## config.mk

```make
export PLATFORM = sky130hd
export DESIGN_NAME = hpc_port_ctrl
export DESIGN_NICKNAME = d
export VERILOG_FILES = /design/src/rtl/hpc_pkg.sv /design/src/rtl/hpc_port_ctrl.sv
export VERILOG_INCLUDE_DIRS = /design/src /design/src/rtl
export SDC_FILE = /design/constraint.sdc
export NUM_CORES = 1
export LEC_CHECK = 0
export ABC_CLOCK_PERIOD_IN_PS = 6600
export BUFFER_PORTS_ARGS = -buffer_cell sky130_fd_sc_hd__buf_2
export CAP_MARGIN = 20
export CORE_MARGIN = 4
export CORE_UTILIZATION = 40
export CTS_BUF_LIST = sky130_fd_sc_hd__clkbuf_16
export DETAILED_ROUTE_END_ITERATION = 12
export GPL_TIMING_DRIVEN = 0
export PLACE_DENSITY = 0.68
export SYNTH_ARGS = -nofsm -noshare
export SYNTH_HDL_FRONTEND = slang
export SYNTH_SLANG_ARGS = --single-unit
```

## constraint.sdc

```tcl
create_clock -name REF_CLK -period 6.6 [get_ports REF_CLK]
set_input_delay 0.66 -clock REF_CLK [delete_from_list [all_inputs] [get_ports REF_CLK]]
set_output_delay 0.66 -clock REF_CLK [all_outputs]
set_load 0.01 [all_outputs]
```

## src/rtl/hpc_consts.svh

```systemverilog
/*
 Constants for the hub port configuration and charging control block:
 register offsets, configuration byte indices, reset values and timing.
 Assumes it is included by bare name from the block; the package does not include it.
*/
`ifndef HPC_CONSTS_SVH
`define HPC_CONSTS_SVH

// clock
`define HPC_CLK_MHZ 100

// serial configuration target
`define HPC_SMB_ADDR 7'h25
`define HPC_SMB_BITS 4'h8

// register offsets
`define HPC_REG_FW_DIS 8'h00
`define HPC_REG_FW_NONREM 8'h01
`define HPC_REG_CDP_EN 8'h02
`define HPC_REG_DCP_EN 8'h03
`define HPC_REG_FC_EN 8'h04
`define HPC_REG_STATUS 8'h05
`define HPC_REG_CHG_DONE 8'h06
`define HPC_REG_PORT_STATE 8'h07

// status register bit positions
`define HPC_ST_CFG_MODE 0
`define HPC_ST_POLARITY 1

// configuration byte indices
`define HPC_CFG_VID_LO 4'h0
`define HPC_CFG_VID_HI 4'h1
`define HPC_CFG_PID_LO 4'h2
`define HPC_CFG_PID_HI 4'h3
`define HPC_CFG_PWR_OPT 4'h4
`define HPC_CFG_PORT_CNT 4'h5
`define HPC_CFG_NONREM 4'h6
`define HPC_CFG_TUNING 4'h7
`define HPC_CFG_DIS 4'h8
`define HPC_CFG_DEPTH 9

// reset values of firmware registers
`define HPC_RST_FW_DIS 8'h00
`define HPC_RST_FW_NONREM 8'h00
`define HPC_RST_CDP_EN 8'h00
`define HPC_RST_DCP_EN 8'h00
`define HPC_RST_FC_EN 8'h00

// negotiation window, milliseconds
`define HPC_T_NEG_MIN_MS 10
`define HPC_T_NEG_MAX_MS 40
`define HPC_T_NEG_MIN_CYC (`HPC_T_NEG_MIN_MS * 1000 * `HPC_CLK_MHZ)
`define HPC_T_NEG_MAX_CYC (`HPC_T_NEG_MAX_MS * 1000 * `HPC_CLK_MHZ)

`endif

```

## src/rtl/hpc_pkg.sv

```systemverilog
/*
 Types for the hub port configuration and charging control block.
 Assumes the constants header is compiled alongside.
*/
package hpc_pkg;
  typedef enum logic [2:0] {
    SMB_IDLE,
    SMB_ADDR,
    SMB_CMD,
    SMB_DATA,
    SMB_ACK
  } hpc_smb_t;

  typedef enum logic [1:0] {
    CHG_OFF,
    CHG_WATCH,
    CHG_REPLY,
    CHG_DONE
  } hpc_chg_t;
endpackage

```

## src/rtl/hpc_port_ctrl.sv

```systemverilog
/*
 Downstream port configuration and charging control: port disable, non-removable
 marking, power-switch polarity, reset-time serial configuration target on two
 borrowed overcurrent pins, and per-port charging handshakes.
 Assumes all inputs synchronous to REF_CLK and POR_N released after power-up.
*/
// Functional notes
// - strap 1 at reset: power enables driven active high, board pulls them down.
// - strap 0 at reset: power enables driven active low.
// - each port disabled alone by firmware, serial config or vendor request.
// - any port marked non-removable by firmware, eeprom contents or pin strap.
// - serial configuration target answers at 7-bit address 0x25.
// - configuration mode entered after power-on while chip reset is held low.
// - in configuration mode port-3 overcurrent is clock, port-4 is data.
// - configuration mode left when chip reset is released.
// - host writes ids, power options, port count, removability, tuning; applied.
// - enabled charging port watches D+ for the source level continuously.
// - on D+ source detected, drive D- source and hold it for a window.
// - negotiation complete judged by timing D+ source on to off.
// - dedicated charging port shorts D+ to D- and blocks enumeration.
// - fast-charge capability enabled separately per port.
`timescale 1ns/1ns
`include "hpc_consts.svh"

module hpc_port_ctrl #(
  parameter int NUM_PORTS = 4,
  parameter int T_NEG_MIN_CYC = `HPC_T_NEG_MIN_CYC,
  parameter int T_NEG_MAX_CYC = `HPC_T_NEG_MAX_CYC
) (
  // clock and resets
  input wire logic REF_CLK,
  input wire logic POR_N,
  input wire logic RST_N,
  // register port
  input wire logic [7:0] REG_ADDR,
  input wire logic [7:0] REG_WDATA,
  input wire logic REG_WR,
  input wire logic REG_RD,
  output logic [7:0] REG_RDATA,
  // straps and eeprom
  input wire logic SWITCH_POLARITY_STRAP,
  input wire logic [NUM_PORTS-1:0] NONREM_STRAP,
  input wire logic EE_NONREM_VALID,
  input wire logic [NUM_PORTS-1:0] EE_NONREM,
  // vendor request
  input wire logic VND_DIS_WE,
  input wire logic [NUM_PORTS-1:0] VND_DIS,
  // overcurrent pins, two shared with serial config
  input wire logic [NUM_PORTS-1:0] OVERCURRENT_IN,
  output logic CONFIG_SERIAL_DATA_OUT,
  output logic CONFIG_SERIAL_DATA_OE_N,
  output logic [NUM_PORTS-1:0] OVERCURRENT_FLAG,
  // port power and state
  output logic [NUM_PORTS-1:0] PORT_POWER_ENABLE_OUTPUTS,
  output logic [NUM_PORTS-1:0] PORT_ENABLED,
  output logic [NUM_PORTS-1:0] PORT_NONREM,
  // applied configuration
  output logic [15:0] CFG_VID,
  output logic [15:0] CFG_PID,
  output logic [7:0] CFG_PWR_OPT,
  output logic [7:0] CFG_TUNING,
  // charging
  input wire logic [NUM_PORTS-1:0] DP_SRC_DET,
  output logic [NUM_PORTS-1:0] DM_SRC_EN,
  output logic [NUM_PORTS-1:0] DP_DM_SHORT,
  output logic [NUM_PORTS-1:0] ENUM_BLOCK,
  output logic [NUM_PORTS-1:0] CHG_DONE_FLAG
);
  logic cfg_mode;
  logic pol;
  logic [NUM_PORTS-1:0] fw_dis, fw_nonrem, cdp_en, dcp_en, fc_en, vnd_dis;
  logic [NUM_PORTS-1:0] strap_nonrem, port_on, dis_all, port_cnt_ok;
  logic [7:0] cfg_mem [`HPC_CFG_DEPTH];
  logic scl, sda, scl_q, sda_q, scl_rise, scl_fall, smb_start, smb_stop;
  hpc_pkg::hpc_smb_t st, ack_next;
  logic [3:0] bit_cnt, idx;
  logic [7:0] shreg;
  logic byte_done, byte_ok;

  function automatic logic reg_hit(input logic [7:0] a, input logic [7:0] off);
    reg_hit = (a == off);
  endfunction

  // configuration mode tracks chip reset once power is good
  always_ff @(posedge REF_CLK) begin
    if (!POR_N) begin
      cfg_mode <= 1'b0;
    end else begin
      cfg_mode <= !RST_N;
    end
  end

  // borrowed pins while in configuration mode
  assign scl = OVERCURRENT_IN[2];
  assign sda = OVERCURRENT_IN[3];
  assign scl_rise = scl & ~scl_q;
  assign scl_fall = ~scl & scl_q;
  assign smb_start = scl & scl_q & sda_q & ~sda;
  assign smb_stop = scl & scl_q & ~sda_q & sda;
  assign byte_done = scl_fall && (bit_cnt == `HPC_SMB_BITS);
  assign byte_ok = (st == hpc_pkg::SMB_ADDR) ? (shreg == {`HPC_SMB_ADDR, 1'b0}) :
                   (st == hpc_pkg::SMB_DATA) ? (idx < 4'(`HPC_CFG_DEPTH)) : 1'b1;

  always_ff @(posedge REF_CLK) begin
    if (!POR_N) begin
      scl_q <= 1'b1;
      sda_q <= 1'b1;
    end else begin
      scl_q <= scl;
      sda_q <= sda;
    end
  end

  // serial configuration target, write only
  always_ff @(posedge REF_CLK) begin
    if (!POR_N || !cfg_mode) begin
      st <= hpc_pkg::SMB_IDLE;
      ack_next <= hpc_pkg::SMB_IDLE;
      bit_cnt <= 4'h0;
      shreg <= 8'h00;
      idx <= 4'h0;
      CONFIG_SERIAL_DATA_OE_N <= 1'b1;
    end else if (smb_start) begin
      st <= hpc_pkg::SMB_ADDR;
      bit_cnt <= 4'h0;
      CONFIG_SERIAL_DATA_OE_N <= 1'b1;
    end else if (smb_stop) begin
      st <= hpc_pkg::SMB_IDLE;
      CONFIG_SERIAL_DATA_OE_N <= 1'b1;
    end else begin
      case (st)
        hpc_pkg::SMB_ADDR, hpc_pkg::SMB_CMD, hpc_pkg::SMB_DATA: begin
          if (scl_rise && bit_cnt != `HPC_SMB_BITS) begin
            shreg <= {shreg[6:0], sda};
            bit_cnt <= bit_cnt + 4'h1;
          end else if (byte_done) begin
            bit_cnt <= 4'h0;
            if (byte_ok) begin
              CONFIG_SERIAL_DATA_OE_N <= 1'b0;
              st <= hpc_pkg::SMB_ACK;
              ack_next <= (st == hpc_pkg::SMB_ADDR) ? hpc_pkg::SMB_CMD : hpc_pkg::SMB_DATA;
            end else begin
              st <= hpc_pkg::SMB_IDLE;
            end
            if (st == hpc_pkg::SMB_CMD) begin
              idx <= shreg[3:0];
            end
            if (st == hpc_pkg::SMB_DATA) begin
              idx <= idx + 4'h1;
            end
          end
        end
        hpc_pkg::SMB_ACK: begin
          if (scl_fall) begin
            CONFIG_SERIAL_DATA_OE_N <= 1'b1;
            st <= ack_next;
          end
        end
        default: begin
        end
      endcase
    end
  end

  // open-drain data only ever pulls low
  always_ff @(posedge REF_CLK) begin
    CONFIG_SERIAL_DATA_OUT <= 1'b0;
  end

  // configuration bytes survive chip reset
  always_ff @(posedge REF_CLK) begin
    if (!POR_N) begin
      for (int k = 0; k < `HPC_CFG_DEPTH; k++) begin
        cfg_mem[k] <= 8'h00;
      end
    end else if (cfg_mode && st == hpc_pkg::SMB_DATA && byte_done && byte_ok) begin
      cfg_mem[idx] <= shreg;
    end
  end

  // applied configuration
  always_ff @(posedge REF_CLK) begin
    CFG_VID <= {cfg_mem[`HPC_CFG_VID_HI], cfg_mem[`HPC_CFG_VID_LO]};
    CFG_PID <= {cfg_mem[`HPC_CFG_PID_HI], cfg_mem[`HPC_CFG_PID_LO]};
    CFG_PWR_OPT <= cfg_mem[`HPC_CFG_PWR_OPT];
    CFG_TUNING <= cfg_mem[`HPC_CFG_TUNING];
  end

  // straps caught while chip reset is held
  always_ff @(posedge REF_CLK) begin
    if (!RST_N) begin
      pol <= SWITCH_POLARITY_STRAP;
      strap_nonrem <= NONREM_STRAP;
    end
  end

  // firmware registers
  always_ff @(posedge REF_CLK) begin
    if (!RST_N) begin
      fw_dis <= NUM_PORTS'(`HPC_RST_FW_DIS);
      fw_nonrem <= NUM_PORTS'(`HPC_RST_FW_NONREM);
      cdp_en <= NUM_PORTS'(`HPC_RST_CDP_EN);
      dcp_en <= NUM_PORTS'(`HPC_RST_DCP_EN);
      fc_en <= NUM_PORTS'(`HPC_RST_FC_EN);
    end else if (REG_WR) begin
      if (reg_hit(REG_ADDR, `HPC_REG_FW_DIS)) fw_dis <= REG_WDATA[NUM_PORTS-1:0];
      if (reg_hit(REG_ADDR, `HPC_REG_FW_NONREM)) fw_nonrem <= REG_WDATA[NUM_PORTS-1:0];
      if (reg_hit(REG_ADDR, `HPC_REG_CDP_EN)) cdp_en <= REG_WDATA[NUM_PORTS-1:0];
      if (reg_hit(REG_ADDR, `HPC_REG_DCP_EN)) dcp_en <= REG_WDATA[NUM_PORTS-1:0];
      if (reg_hit(REG_ADDR, `HPC_REG_FC_EN)) fc_en <= REG_WDATA[NUM_PORTS-1:0];
    end
  end

  // vendor request disable mask
  always_ff @(posedge REF_CLK) begin
    if (!RST_N) begin
      vnd_dis <= '0;
    end else if (VND_DIS_WE) begin
      vnd_dis <= VND_DIS;
    end
  end

  // register read, data one cycle later
  always_ff @(posedge REF_CLK) begin
    if (!RST_N) begin
      REG_RDATA <= 8'h00;
    end else if (REG_RD) begin
      case (REG_ADDR)
        `HPC_REG_FW_DIS: REG_RDATA <= 8'(fw_dis);
        `HPC_REG_FW_NONREM: REG_RDATA <= 8'(fw_nonrem);
        `HPC_REG_CDP_EN: REG_RDATA <= 8'(cdp_en);
        `HPC_REG_DCP_EN: REG_RDATA <= 8'(dcp_en);
        `HPC_REG_FC_EN: REG_RDATA <= 8'(fc_en);
        `HPC_REG_STATUS: begin
          REG_RDATA <= 8'h00;
          REG_RDATA[`HPC_ST_CFG_MODE] <= cfg_mode;
          REG_RDATA[`HPC_ST_POLARITY] <= pol;
        end
        `HPC_REG_CHG_DONE: REG_RDATA <= 8'(CHG_DONE_FLAG);
        `HPC_REG_PORT_STATE: REG_RDATA <= 8'(PORT_ENABLED);
        default: REG_RDATA <= 8'h00;
      endcase
    end else begin
      REG_RDATA <= 8'h00;
    end
  end

  // port enable, removability and power
  assign dis_all = fw_dis | vnd_dis | cfg_mem[`HPC_CFG_DIS][NUM_PORTS-1:0];
  for (genvar p = 0; p < NUM_PORTS; p++) begin : g_cnt
    assign port_cnt_ok[p] = (cfg_mem[`HPC_CFG_PORT_CNT] == 8'h00) ||
                            (8'(p) < cfg_mem[`HPC_CFG_PORT_CNT]);
  end
  assign port_on = ~dis_all & port_cnt_ok & ~OVERCURRENT_FLAG;

  always_ff @(posedge REF_CLK) begin
    if (!RST_N) begin
      PORT_ENABLED <= '0;
      PORT_NONREM <= '0;
      OVERCURRENT_FLAG <= '0;
      PORT_POWER_ENABLE_OUTPUTS <= {NUM_PORTS{~SWITCH_POLARITY_STRAP}};
    end else begin
      PORT_ENABLED <= ~dis_all & port_cnt_ok;
      PORT_NONREM <= fw_nonrem | strap_nonrem | cfg_mem[`HPC_CFG_NONREM][NUM_PORTS-1:0] |
                     (EE_NONREM_VALID ? EE_NONREM : '0);
      OVERCURRENT_FLAG <= OVERCURRENT_IN;
      PORT_POWER_ENABLE_OUTPUTS <= pol ? port_on : ~port_on;
    end
  end

  // per-port charging handshake
  for (genvar p = 0; p < NUM_PORTS; p++) begin : g_chg
    hpc_pkg::hpc_chg_t cst;
    logic [31:0] cnt;
    logic cdp_on, dcp_on;
    assign cdp_on = PORT_ENABLED[p] & cdp_en[p] & fc_en[p] & ~dcp_en[p];
    assign dcp_on = dcp_en[p] & fc_en[p];

    always_ff @(posedge REF_CLK) begin
      if (!RST_N) begin
        DP_DM_SHORT[p] <= 1'b0;
        ENUM_BLOCK[p] <= 1'b0;
      end else begin
        DP_DM_SHORT[p] <= dcp_on;
        ENUM_BLOCK[p] <= dcp_on;
      end
    end

    always_ff @(posedge REF_CLK) begin
      if (!RST_N || !cdp_on) begin
        cst <= hpc_pkg::CHG_OFF;
        cnt <= 32'h0;
        DM_SRC_EN[p] <= 1'b0;
        CHG_DONE_FLAG[p] <= 1'b0;
      end else begin
        case (cst)
          hpc_pkg::CHG_OFF: begin
            cst <= hpc_pkg::CHG_WATCH;
          end
          hpc_pkg::CHG_WATCH, hpc_pkg::CHG_DONE: begin
            if (DP_SRC_DET[p]) begin
              cst <= hpc_pkg::CHG_REPLY;
              cnt <= 32'h0;
              DM_SRC_EN[p] <= 1'b1;
              CHG_DONE_FLAG[p] <= 1'b0;
            end
          end
          hpc_pkg::CHG_REPLY: begin
            cnt <= cnt + 32'h1;
            if (!DP_SRC_DET[p]) begin
              DM_SRC_EN[p] <= 1'b0;
              CHG_DONE_FLAG[p] <= (cnt >= 32'(T_NEG_MIN_CYC));
              cst <= (cnt >= 32'(T_NEG_MIN_CYC)) ? hpc_pkg::CHG_DONE : hpc_pkg::CHG_WATCH;
            end else if (cnt >= 32'(T_NEG_MAX_CYC)) begin
              DM_SRC_EN[p] <= 1'b0;
            end
          end
          default: cst <= hpc_pkg::CHG_OFF;
        endcase
      end
    end
  end
endmodule

```

== Yosys cells after proc, flatten, opt, wreduce, memory -nomap -nowiden ==
Memory sizes are Yosys's and may differ from the RTL's. A register that Yosys moved wholly into a read port is not among the register bits.
Cells that the tools add are included.
Word-level totals
  memories: 1
  RAM bits: 72
  logic and storage cells: 307
  flip-flop bits (word level): 227
  output and inout bits: 90
  input port bits: 44
Memories
  cfg_mem: depth 9, width 8, read ports 9, clocked after memory_dff 6, wr ports 9, line hpc_port_ctrl.sv:73  | logic [7:0] cfg_mem [`HPC_CFG_DEPTH];
Operators by class
  bitwise logic cells: 45
  multiplexer cells: 82
  add/subtract/negate cells: 6
  reductions and logical operators: 72
  equal/unequal tests: 45
  magnitude comparators: 13
Operators by type and width (count)
  $pmux 32 s2: 4
  $add 32x1->32 const B: 4
  $ge 32x20->1 const B: 4
  $ge 32x22->1 const B: 4
  $mux 32: 4
  $mux 1: 34
  $eq 8x3->1 const B: 4
  $mux 4: 8
  $pmux 4 s8: 1
  $reduce_and 2->1: 14
  $reduce_and 3->1: 9
  $mux 2: 12
  $ne 2x2->1 const B: 12
  $pmux 2 s3: 4
  $and 1x1->1: 23
  $or 4x4->4: 5
  $pmux 1 s2: 9
  $eq 2x2->1 const B: 8
  $eq 8x2->1 const B: 2
  $logic_not 8->1: 2
  $lt 1x8->1 const A: 2
  $lt 2x8->1 const A: 2
  $ne 4x4->1 const B: 4
  $reduce_bool 2->1: 7
  other kinds (27): 81

== Logic depth before layout (Yosys ltp) ==
Gate-level depths: netlist of the first run.
  word-level depth: 10
  mapped depth: 9
  depth with buffers taken out: 7

== Worst setup path before layout of the first run ==
OpenSTA, ideal clock, no wires.
  kind: input port to flip-flop
  from: in OVERCURRENT_IN[2]
  to: mem cfg_mem[0][0] (enable)
  setup slack: 3.883 ns
  stages: 6
  data arrival time: 2.333 ns
  path buffers: 2
  data required time: 6.216 ns
  path through: or3b_1 buf_2 nor4b_4 buf_6 nand2_1 o21ai_0
RTL lines
  start, declared: line hpc_port_ctrl.sv:49  | input wire logic [NUM_PORTS-1:0] OVERCURRENT_IN,
  end, declared: line hpc_port_ctrl.sv:73

==> flow_metrics.py, run 1 <==
metrics = {
    "sta": {
        "min_period_ns": 3.04,
        "rsz0062_at_grt": "no",
        "tns_ns": 0,
        "worst_slack_ns": 3.56,
        "worst_pin_slew_ns": 1.06,
        "slew_viol_final": 0,
        "post-route-period-util_pct": 46.0,
        "setup_viol": 0,
        "skew_ns": 0.0337,
        "relSlewSlack_pct": 28.8,
        "fmax_mhz": 329,
        "finalHoldViolations": 0,
    },
    "global_route": {
        "grt-ovfl-total": 0,
        "antenna_found_initial": 6,
        "grt_max_degree": 15,
        "grt_first_pass_wirelength_mm": 58.3,
        "first_global_vias": 11328,
        "grt_usage_pct": 17.9,
    },
    "floorplanning": {
        "core-area_um2": 35600,
        "dieArea_um2": 39100,
        "io-pin-count": 134,
        "placementRows": 69,
        "fp.dieW_um": 198,
        "start_util_pct": 40.5,
        "die_y_um": 198,
    },
    "detailed_routing": {
        "viasPerCell": 5.50,
        "drt_first_pass_iters": 5,
        "drt_iter0_drc": 903,
        "postRouteAntennaNets": 0,
        "drt-wirelength-per-cell_um": 16.5,
        "drcViolationCount": 0,
        "via_count": 11928,
        "drt-total-wl_mm": 35.8,
    },
    "logic_synthesis": {
        "synth_seq_cells": 334,
        "avgSynthCellArea_um2": 9.50,
        "synth.most_common_cell": "dfxtp_1",
        "synth_edf_count": 69,
        "yosysWarnings": 0,
        "synthArstFlopShare_pct": 0,
        "synth_area_um2": 14400,
        "netlist.area_leader.share_pct": 36.8,
        "ys_types": 75,
        "synth_area_leaders": "dfxtp_1, edfxtp_1, nor2_1",
        "ys.flop_type": "dfxtp_1",
        "post-synth-top-area-cell": "dfxtp_1",
        "synthCells": 1517,
        "yosysSeqAreaShare_pct": 51.2,
        "synthTopCellsByCount": "dfxtp_1, nor2_1, nand2_1",
    },
    "critical_path": {
        "worstSetupStartpointType": "flop",
        "worstSetupPathType": "reg2reg",
        "cp.arrival_ns": 3.20,
        "worst_r2r_path_depth": 9,
        "cp-end-kind": "flop",
        "cp.required_ns": 6.76,
        "timing.rr.start": "bit_cnt[0]",
        "r2r_slack_ns": 3.56,
        "r2r-end": "cfg_mem[0][4]",
        "crit_fanout": 10,
    },
    "clock_network": {
        "cts_root_buffer": "clkbuf_16",
        "cts_made_buffers": 37,
        "cts_tree": "done",
        "ctsHoldBuffers": 0,
        "h-tree-depth": 2,
        "cts_resized": 0,
        "clkTransAtPathRegs_ns": 0.06,
        "insertion_delay_ns": 0.54,
        "clockBufferDepth": 3,
        "postCtsSetupRepairBufs": 0,
        "cts_sinks": 334,
    },
    "pwr": {
        "seqPwrFrac_pct": 51.5,
        "internal_power_mw": 3.25,
        "p_sw_share_pct": 22.2,
        "powerDensity_nw_per_um2": 249,
        "p_switching_mw": 0.926,
        "combPwrFrac_pct": 2.8,
        "leakage_nw": 5.94,
        "ir_worst_vdd_mv": 0.181,
        "p_clk_share_pct": 45.8,
    },
    "hold_path": {
        "hold_class": "in2reg",
        "hold_start": "NONREM_STRAP[1]",
        "holdPathStages": 1,
        "hold-path-endpoint": "strap_nonrem[1]",
    },
    "placed_design": {
        "hpwl_mm": 25.9,
        "dp_worst_setup_slack_ns": 3.42,
        "io_buffers": 117,
        "gp_congestion": 0.871,
    },
    "cells_and_area": {
        "final_core_util_pct": 47.1,
        "nNetsFinal": 1737,
        "drive_above_1_share_pct": 15.9,
        "fill_cells": 3411,
        "area.growth.synth_to_final_pct": 16.1,
    },
    "job": {
        "maxCapViolations": 0,
    },
    "run_status": {
        "status": "finished, final reports clean",
    },
}
flip-flops by register name (all words and copies together), names as in the netlist, 8 cells and up:
name         cells
CFG_PWR_OPT      8
CFG_TUNING       8
CFG_VID         16
CFG_PID         16
cfg_mem         64
g_chg.cnt      128
g_chg.cst        8
shreg            8
power groups by stage:
stage                     combinational [mW]  sequential (mW)  clock [mW]
after detailed placement               0.117             2.19           0
after global routing                   0.127             2.15        2.05
after global placement                 0.115             2.19           0
after CTS                              0.118             2.15        1.96
final                                  0.116             2.15        1.91
after floorplan                       0.0492             2.20           0
worst max-delay path by stage:
| stage | startpoint | endpoint | slack, ns | cells after the start |
|---|---|---|---|---|
| 6_report | bit_cnt[0] | cfg_mem[0][4] | 3.56 | 9 |
| 5_1_grt | shreg[1] | cfg_mem[0][1] | 3.41 | 6 |
| 4_1_cts | bit_cnt[0] | cfg_mem[0][5] | 3.56 | 9 |
| 3_5_place_dp | OVERCURRENT_IN[2] | cfg_mem[0][4] | 3.42 | 7 |
| 3_3_place_gp | OVERCURRENT_IN[2] | cfg_mem[3][3] | 3.33 | 7 |
| 2_1_floorplan | OVERCURRENT_IN[2] | cfg_mem[0][0] | 3.88 | 6 |
critical path: stages, from the launching register on:
cell,delay [ns]
dfxtp_1,0.34
inv_1,0.07
ha_1,0.19
nand3b_4,0.08
or3b_1,0.33
buf_2,0.17
nor4b_4,0.33
buf_6,0.20
nand2_1,0.09
o21ai_0,0.84
cells by family after synthesis:
| group | Yosys count | share of synthesized area [%] |
|---|---|---|
| DFF | 334 | 51.2 |
| and+or+nand+nor | 704 | 25.6 |
| AOI/OAI and AO/OA | 251 | 11.3 |
| xor gates and xnor gates | 12 | 0.729 |
| muxes | 79 | 6.25 |
| adders and majority gates | 15 | 1.30 |
| buffers and inverters | 121 | 3.60 |
| other | 1 | 0.0260 |
per-stage QoR:
step	instances	total power [mW]	cell area, µm²	hold WS, ns
after floorplan	1521	2.25	14400	0.323
after global placement	2099	2.31	15600	0.326
after detailed placement	2100	2.31	15600	0.327
after CTS	2167	4.22	16700	0.296
after global routing	2169	4.33	16700	0.290
final	2169	4.17	16700	0.311
metal layers:
layer	vias to the layer above	wire length, µm	track usage, %
met3	77	1820	2.89
met4	6	1240	7.01
li1	5843	-	-
met1	5698	16200	24.4
met2	304	16500	28.8
met5	-	48	0
final cells by class:
cell class                 instances  area, µm²  area share (%)
tap                              461        577            3.45
antenna                            2       5.00          0.0299
clock buffer                      37        926            5.53
sequential                       334       7380            44.1
clock inverter                    30        214            1.28
inverter                          37        139           0.830
timing repair buffer             118        591            3.53
multi-input combinational       1066       6530            39.0
buffer                            84        380            2.27
layout by cell type (no fill, tap or decap), types with 21 or more instances in the layout:
| cell type | Yosys | layout |
|---|---|---|
| nor4_1 | 21 | 21 |
| mux2_2 | 38 | 38 |
| a21oi_1 | 83 | 83 |
| o21ai_0 | 37 | 37 |
| or3_1 | 31 | 31 |
| nor3_1 | 23 | 23 |
| nand4_1 | 46 | 46 |
| and3_1 | 29 | 29 |
| buf_2 | 15 | 133 |
| nand3_1 | 96 | 96 |
| nor2_1 | 179 | 179 |
| edfxtp_1 | 69 | 69 |
| clkbuf_1 | 53 | 53 |
| dfxtp_1 | 265 | 265 |
| nand2_1 | 125 | 125 |
| and2_1 | 42 | 42 |
| mux2i_1 | 36 | 36 |
| o211ai_1 | 35 | 35 |
| nand2b_1 | 25 | 25 |
| clkbuf_16 | 0 | 37 |
| inv_1 | 37 | 44 |
Power figures use the tool's default switching activity.
==> inputs of run 2 (changes only) <==
Settings changed: ABC_CLOCK_PERIOD_IN_PS 6600 to 2810.
Clock period 6.6 ns to 2.81 ns, I/O delays scaled along.
==> flow_metrics.py, run 2 (same netlist as run 1, synthesis figures left out) <==
metrics = {
    "run_status": {
        "status": "finished, final reports clean",
    },
    "sta": {
        "slew_viol_final": 0,
        "finalHoldViolations": 0,
        "min_period_ns": 2.74,
        "setup_viol": 0,
        "rsz0062_at_grt": "yes",
        "skew_ns": 0.0326,
        "post-route-period-util_pct": 97.6,
        "relSlewSlack_pct": 36.3,
        "worst_pin_slew_ns": 0.956,
        "worst_slack_ns": 0.0674,
        "tns_ns": 0,
        "fmax_mhz": 365,
    },
    "pwr": {
        "ir_worst_vdd_mv": 0.425,
        "total_power_mw": 9.82,
        "leakage_nw": 5.99,
        "powerDensity_nw_per_um2": 583,
    },
    "critical_path": {
        "timing.rr.start": "bit_cnt[0]",
        "worst_r2r_path_depth": 9,
        "path_cells": "inv_1 -> ha_1 -> nand3b_4 -> or3b_1 -> buf_2 -> nor4b_4 -> buf_6 -> nand2_1 -> o21ai_1",
        "cp.required_ns": 2.98,
        "worstSetupPathType": "reg2reg",
        "crit_fanout": 10,
        "cp.arrival_ns": 2.92,
        "cp-end-kind": "flop",
        "r2r-end": "cfg_mem[0][4]",
        "cp-startpoint": "bit_cnt[0]",
        "worstSetupStartpointType": "flop",
        "r2r_slack_ns": 0.07,
        "cpMaxStageDelayCell": "o21ai_1",
        "worst_path_largest_cell_delay_ns": 0.56,
        "worstSetupEndpoint": "cfg_mem[0][4]",
    },
    "placed_design": {
        "hpwl_mm": 25.9,
        "dp_worst_setup_slack_ns": -0.195,
        "io_buffers": 117,
        "place_area_um2": 15600,
        "gp_congestion": 0.871,
        "placed_cells": 2100,
    },
    "cells_and_area": {
        "drive_above_1_share_pct": 16.1,
        "multi_input_area_um2": 6540,
        "final_cell_mix": "dfxtp_1, nor2_1, buf_2",
        "reg_top3": "g_chg.cnt x128, cfg_mem x64",
        "n_antenna_cell": 0,
        "largest_reg_flops": 128,
        "area.growth.synth_to_final_pct": 16.9,
        "finalNonFillerCells": 2177,
        "fill_cells": 3396,
        "layout_commonest_cell": "dfxtp_1",
        "regMostFlops": "g_chg.cnt",
        "ff_latch_area_um2": 7380,
        "nNetsFinal": 1747,
        "final_cell_area_um2": 16800,
    },
    "detailed_routing": {
        "drt_first_pass_iters": 5,
        "drt-wirelength-per-cell_um": 16.4,
        "viasPerCell": 5.47,
        "drt-total-wl_mm": 35.8,
        "postRouteAntennaNets": 0,
        "drcViolationCount": 0,
        "via_count": 11918,
        "drt_iter0_drc": 849,
    },
    "clock_network": {
        "cts_root_buffer": "clkbuf_16",
        "cts_made_buffers": 37,
        "clockBufferDepth": 3,
        "clkTransAtPathRegs_ns": 0.06,
        "cts_sinks": 334,
        "insertion_delay_ns": 0.54,
        "cts_tree": "done",
        "h-tree-depth": 2,
    },
    "floorplanning": {
        "fp.dieW_um": 198,
        "placementRows": 69,
        "dieArea_um2": 39100,
        "io-pin-count": 134,
        "die_y_um": 198,
        "start_util_pct": 40.5,
        "core-area_um2": 35600,
    },
    "job": {
        "maxCapViolations": 0,
    },
    "global_route": {
        "grt_usage_pct": 18.0,
        "grt_max_degree": 15,
        "antenna_found_initial": 4,
        "grt_first_pass_wirelength_mm": 58.5,
        "first_global_vias": 11381,
        "grt-ovfl-total": 0,
    },
    "hold_path": {
        "hold_class": "in2reg",
    },
}
-- run 2: cell types whose count changed in the layout (fill, tap and decap cells not counted) --
| cell | before | now |
|---|---|---|
| o21ai_0 | 37 | 36 |
| diode_2 | 2 | 0 |
| nand2b_2 | 0 | 3 |
| nand2b_1 | 25 | 22 |
| dfxtp_2 | 0 | 1 |
| dlygate4sd3_1 | 0 | 10 |
| o21ai_1 | 1 | 2 |
| dfxtp_1 | 265 | 264 |
-- run 2: worst min-delay path by stage --
stage / start / end / slack [ns] / cells after the start
finish: VND_DIS[1] / vnd_dis[1] / 0.02 / 3
global route: OVERCURRENT_IN[0] / OVERCURRENT_FLAG[0] / 0.02 / 2
CTS: VND_DIS[1] / vnd_dis[1] / 0.006 / 3
detailed placement: cfg_mem[1][1] / CFG_VID[9] / 0.33 / 0
global placement: cfg_mem[0][3] / CFG_VID[3] / 0.33 / 0
floorplan: cfg_mem[2][0] / CFG_PID[0] / 0.32 / 0
-- run 2: metal layers --
layer  wire, µm  up-vias  part of all wire [%]  GRT usage (%)
met1      16100     5680                    45           24.4
met4       1230        6                   3.4           6.63
li1           -     5860                     -              -
met5         48        -                  0.13              0
met3       1830       78                   5.1           2.96
met2      16500      294                    46           29.1
-- run 2: power by group --
| group | switching (mW) | internal, mW | total [mW] |
|---|---|---|---|
| Combinational | 0.173 | 0.113 | 0.286 |
| Sequential | 0.0428 | 5.00 | 5.04 |
| Clock | 1.96 | 2.53 | 4.49 |
| Total | 2.18 | 7.64 | 9.82 |
-- run 2: metrics by stage --
step	util, %	hold WS [ns]
2_1_floorplan	-	0.323
3_3_place_gp	43.8	0.326
3_5_place_dp	43.9	0.327
4_1_cts	47.3	0.00600
5_1_grt	47.4	0.0207
6_report	47.4	0.0176
-- run 2: cell type report --
class	instances	share of cell area, %
plain buffers	84	2.26
clock buffers	37	5.50
clock inverters	30	1.27
inverters	37	0.824
multi-input cells	1066	38.8
flip-flops and latches	334	43.8
well taps	461	3.42
repair buffers	128	4.10
-- run 2: worst max-delay path: cells and delay by family (launching register included) --
family,cells,cell delay [ns]
simple gates,4,0.83
fa+ha+maj,1,0.19
compound gates,1,0.56
flops,1,0.34
buf+inv,3,0.44
-- run 2: what timing repair did --
item	CTS	global route
hold endpoints to repair	11	0
endpoints found under the setup margin	8	39
hold buffers	10	0
cloned	0	0
resized for setup	1	4
buffers inserted	0	0
==> inputs of run 3 (changes only) <==
Settings changed: CTS_CLUSTER_SIZE set to 10, RECOVER_POWER set to 25.
==> flow_metrics.py, run 3 (same netlist as run 1, synthesis figures left out) <==
metrics = {
    "critical_path": {
        "crit_fanout": 10,
        "r2r_slack_ns": 0.05,
        "worstSetupEndpoint": "cfg_mem[0][5]",
        "crit_cells": 9,
        "worstSetupStartpointType": "flop",
        "worstSetupPathType": "reg2reg",
        "worst_path_largest_cell_delay_ns": 0.57,
        "cp.arrival_ns": 2.94,
        "cp.required_ns": 2.99,
        "crit_family": "simple AND/OR/NAND/NOR gates",
        "r2r-end": "cfg_mem[0][5]",
        "critical_path_buf_inv_count": 3,
        "timing.rr.start": "bit_cnt[0]",
        "cpMaxStageDelayCell": "o21ai_1",
        "worst_r2r_path_depth": 9,
        "cp-end-kind": "flop",
        "path_cells": "inv_1 -> ha_1 -> nand3b_4 -> or3b_1 -> buf_2 -> nor4b_4 -> buf_6 -> nand2_1 -> o21ai_1",
        "cp-startpoint": "bit_cnt[0]",
    },
    "cells_and_area": {
        "final_core_util_pct": 47.5,
        "layout_commonest_cell": "dfxtp_1",
        "final_cell_mix": "dfxtp_1, nor2_1, nand2_1",
        "regMostFlops": "g_chg.cnt",
        "nNetsFinal": 1754,
        "largest_reg_flops": 128,
        "drive_above_1_share_pct": 13.1,
        "final_cell_area_um2": 16900,
        "area.growth.synth_to_final_pct": 17.2,
        "n_antenna_cell": 0,
        "reg_top3": "g_chg.cnt x128, cfg_mem x64",
        "fill_cells": 3436,
    },
    "floorplanning": {
        "dieArea_um2": 39100,
        "io-pin-count": 134,
        "core-area_um2": 35600,
        "die_y_um": 198,
        "fp.dieW_um": 198,
        "start_util_pct": 40.5,
        "placementRows": 69,
    },
    "clock_network": {
        "insertion_delay_ns": 0.55,
        "cts_sinks": 334,
        "cts_root_buffer": "clkbuf_16",
        "cts_tree": "done",
        "clockBufferDepth": 3,
        "postCtsSetupRepairBufs": 0,
        "h-tree-depth": 2,
        "cts_made_buffers": 40,
        "clkTransAtPathRegs_ns": 0.06,
    },
    "sta": {
        "relSlewSlack_pct": 33.2,
        "rsz0062_at_grt": "yes",
        "setup_viol": 0,
        "fmax_mhz": 362,
        "min_period_ns": 2.76,
        "worst_pin_slew_ns": 1.00,
        "slew_viol_final": 0,
        "skew_ns": 0.0388,
        "finalHoldViolations": 0,
        "post-route-period-util_pct": 98.2,
    },
    "pwr": {
        "leakage_nw": 5.95,
        "ir_worst_vdd_mv": 0.402,
        "powerDensity_nw_per_um2": 588,
    },
    "global_route": {
        "first_global_vias": 11482,
        "grt_max_degree": 15,
        "grt_usage_pct": 18.2,
        "grt_first_pass_wirelength_mm": 59.1,
        "grt-ovfl-total": 0,
        "antenna_found_initial": 4,
    },
    "placed_design": {
        "place_area_um2": 15600,
        "gp_congestion": 0.871,
        "hpwl_mm": 25.9,
        "io_buffers": 117,
    },
    "job": {
        "maxCapViolations": 0,
    },
    "hold_path": {
        "hold_class": "in2reg",
    },
    "detailed_routing": {
        "drt-total-wl_mm": 36.2,
        "drt-wirelength-per-cell_um": 16.6,
        "drcViolationCount": 0,
        "drt_iter0_drc": 870,
        "viasPerCell": 5.49,
        "drt_first_pass_iters": 5,
        "via_count": 11994,
        "postRouteAntennaNets": 0,
    },
    "run_status": {
        "status": "finished, final reports clean",
    },
}
[run 3: timing repair]
action | in CTS | in global routing
hold endpoints to repair | 14 | 0
gates resized for setup | 1 | 3
hold buffers | 14 | 0
pin swaps | 0 | 0
endpoints found under the setup margin | 8 | 36
[run 3: area by class of cell]
| cell class | count | area (µm²) | share of cell area [%] |
|---|---|---|---|
| Sequential cell | 334 | 7380 | 43.7 |
| Multi-Input combinational cell | 1066 | 6540 | 38.7 |
| Clock buffer | 40 | 1000 | 5.93 |
| Timing Repair Buffer | 132 | 682 | 4.04 |
| Tap cell | 461 | 577 | 3.42 |
| Buffer | 84 | 379 | 2.24 |
| Clock inverter | 30 | 191 | 1.13 |
| Inverter | 37 | 139 | 0.822 |
[run 3: worst min path at each step]
stage | start | to | slack, ns | cells past startpoint
4_1_cts | REG_WDATA[0] | fw_nonrem[0] | 0.004 | 3
3_3_place_gp | cfg_mem[0][3] | CFG_VID[3] | 0.33 | 0
6_report | REG_WDATA[0] | fw_nonrem[0] | 0.02 | 3
2_1_floorplan | cfg_mem[2][0] | CFG_PID[0] | 0.32 | 0
5_1_grt | OVERCURRENT_IN[2] | scl_q | 0.03 | 2
3_5_place_dp | cfg_mem[1][1] | CFG_VID[9] | 0.33 | 0
[run 3: routing by layer]
layer / vias to the layer above / share of wire [%] / routed length, µm / GRT usage [%]
met4: 6 / 2.7 / 995 / 6.30
met2: 311 / 47 / 17000 / 29.6
met5: - / 0.13 / 48 / 0
met3: 59 / 5.2 / 1900 / 3.23
li1: 5877 / - / - / -
met1: 5741 / 45 / 16300 / 24.6
[run 3: power breakdown]
group	total [mW]	internal [mW]	switching, mW	leakage (nW)
clock	4.60	2.60	2.00	0.656
sequential	5.05	5.00	0.0437	2.81
combinational	0.283	0.108	0.175	2.48
[run 3: per-stage QoR]
stage | instances | hold WS (ns) | setup TNS (ns) | setup WS (ns) | total power [mW]
2_1_floorplan | 1521 | 0.323 | 0 | 0.144 | 5.28
3_3_place_gp | 2099 | 0.326 | -3.34 | -0.279 | 5.42
3_5_place_dp | 2100 | 0.327 | -1.56 | -0.195 | 5.42
4_1_cts | 2184 | 0.00407 | 0 | 0.0628 | 10.0
5_1_grt | 2184 | 0.0275 | -1.17 | -0.0859 | 10.3
6_report | 2184 | 0.0233 | 0 | 0.0503 | 9.93
[run 3: worst register-to-register path, stage by stage (launching register included)]
cell and delay (ns):
dfxtp_1 0.34, inv_1 0.07, ha_1 0.19, nand3b_4 0.09, or3b_1 0.33, buf_2 0.17, nor4b_4 0.33, buf_6 0.20
nand2_1 0.09, o21ai_1 0.57
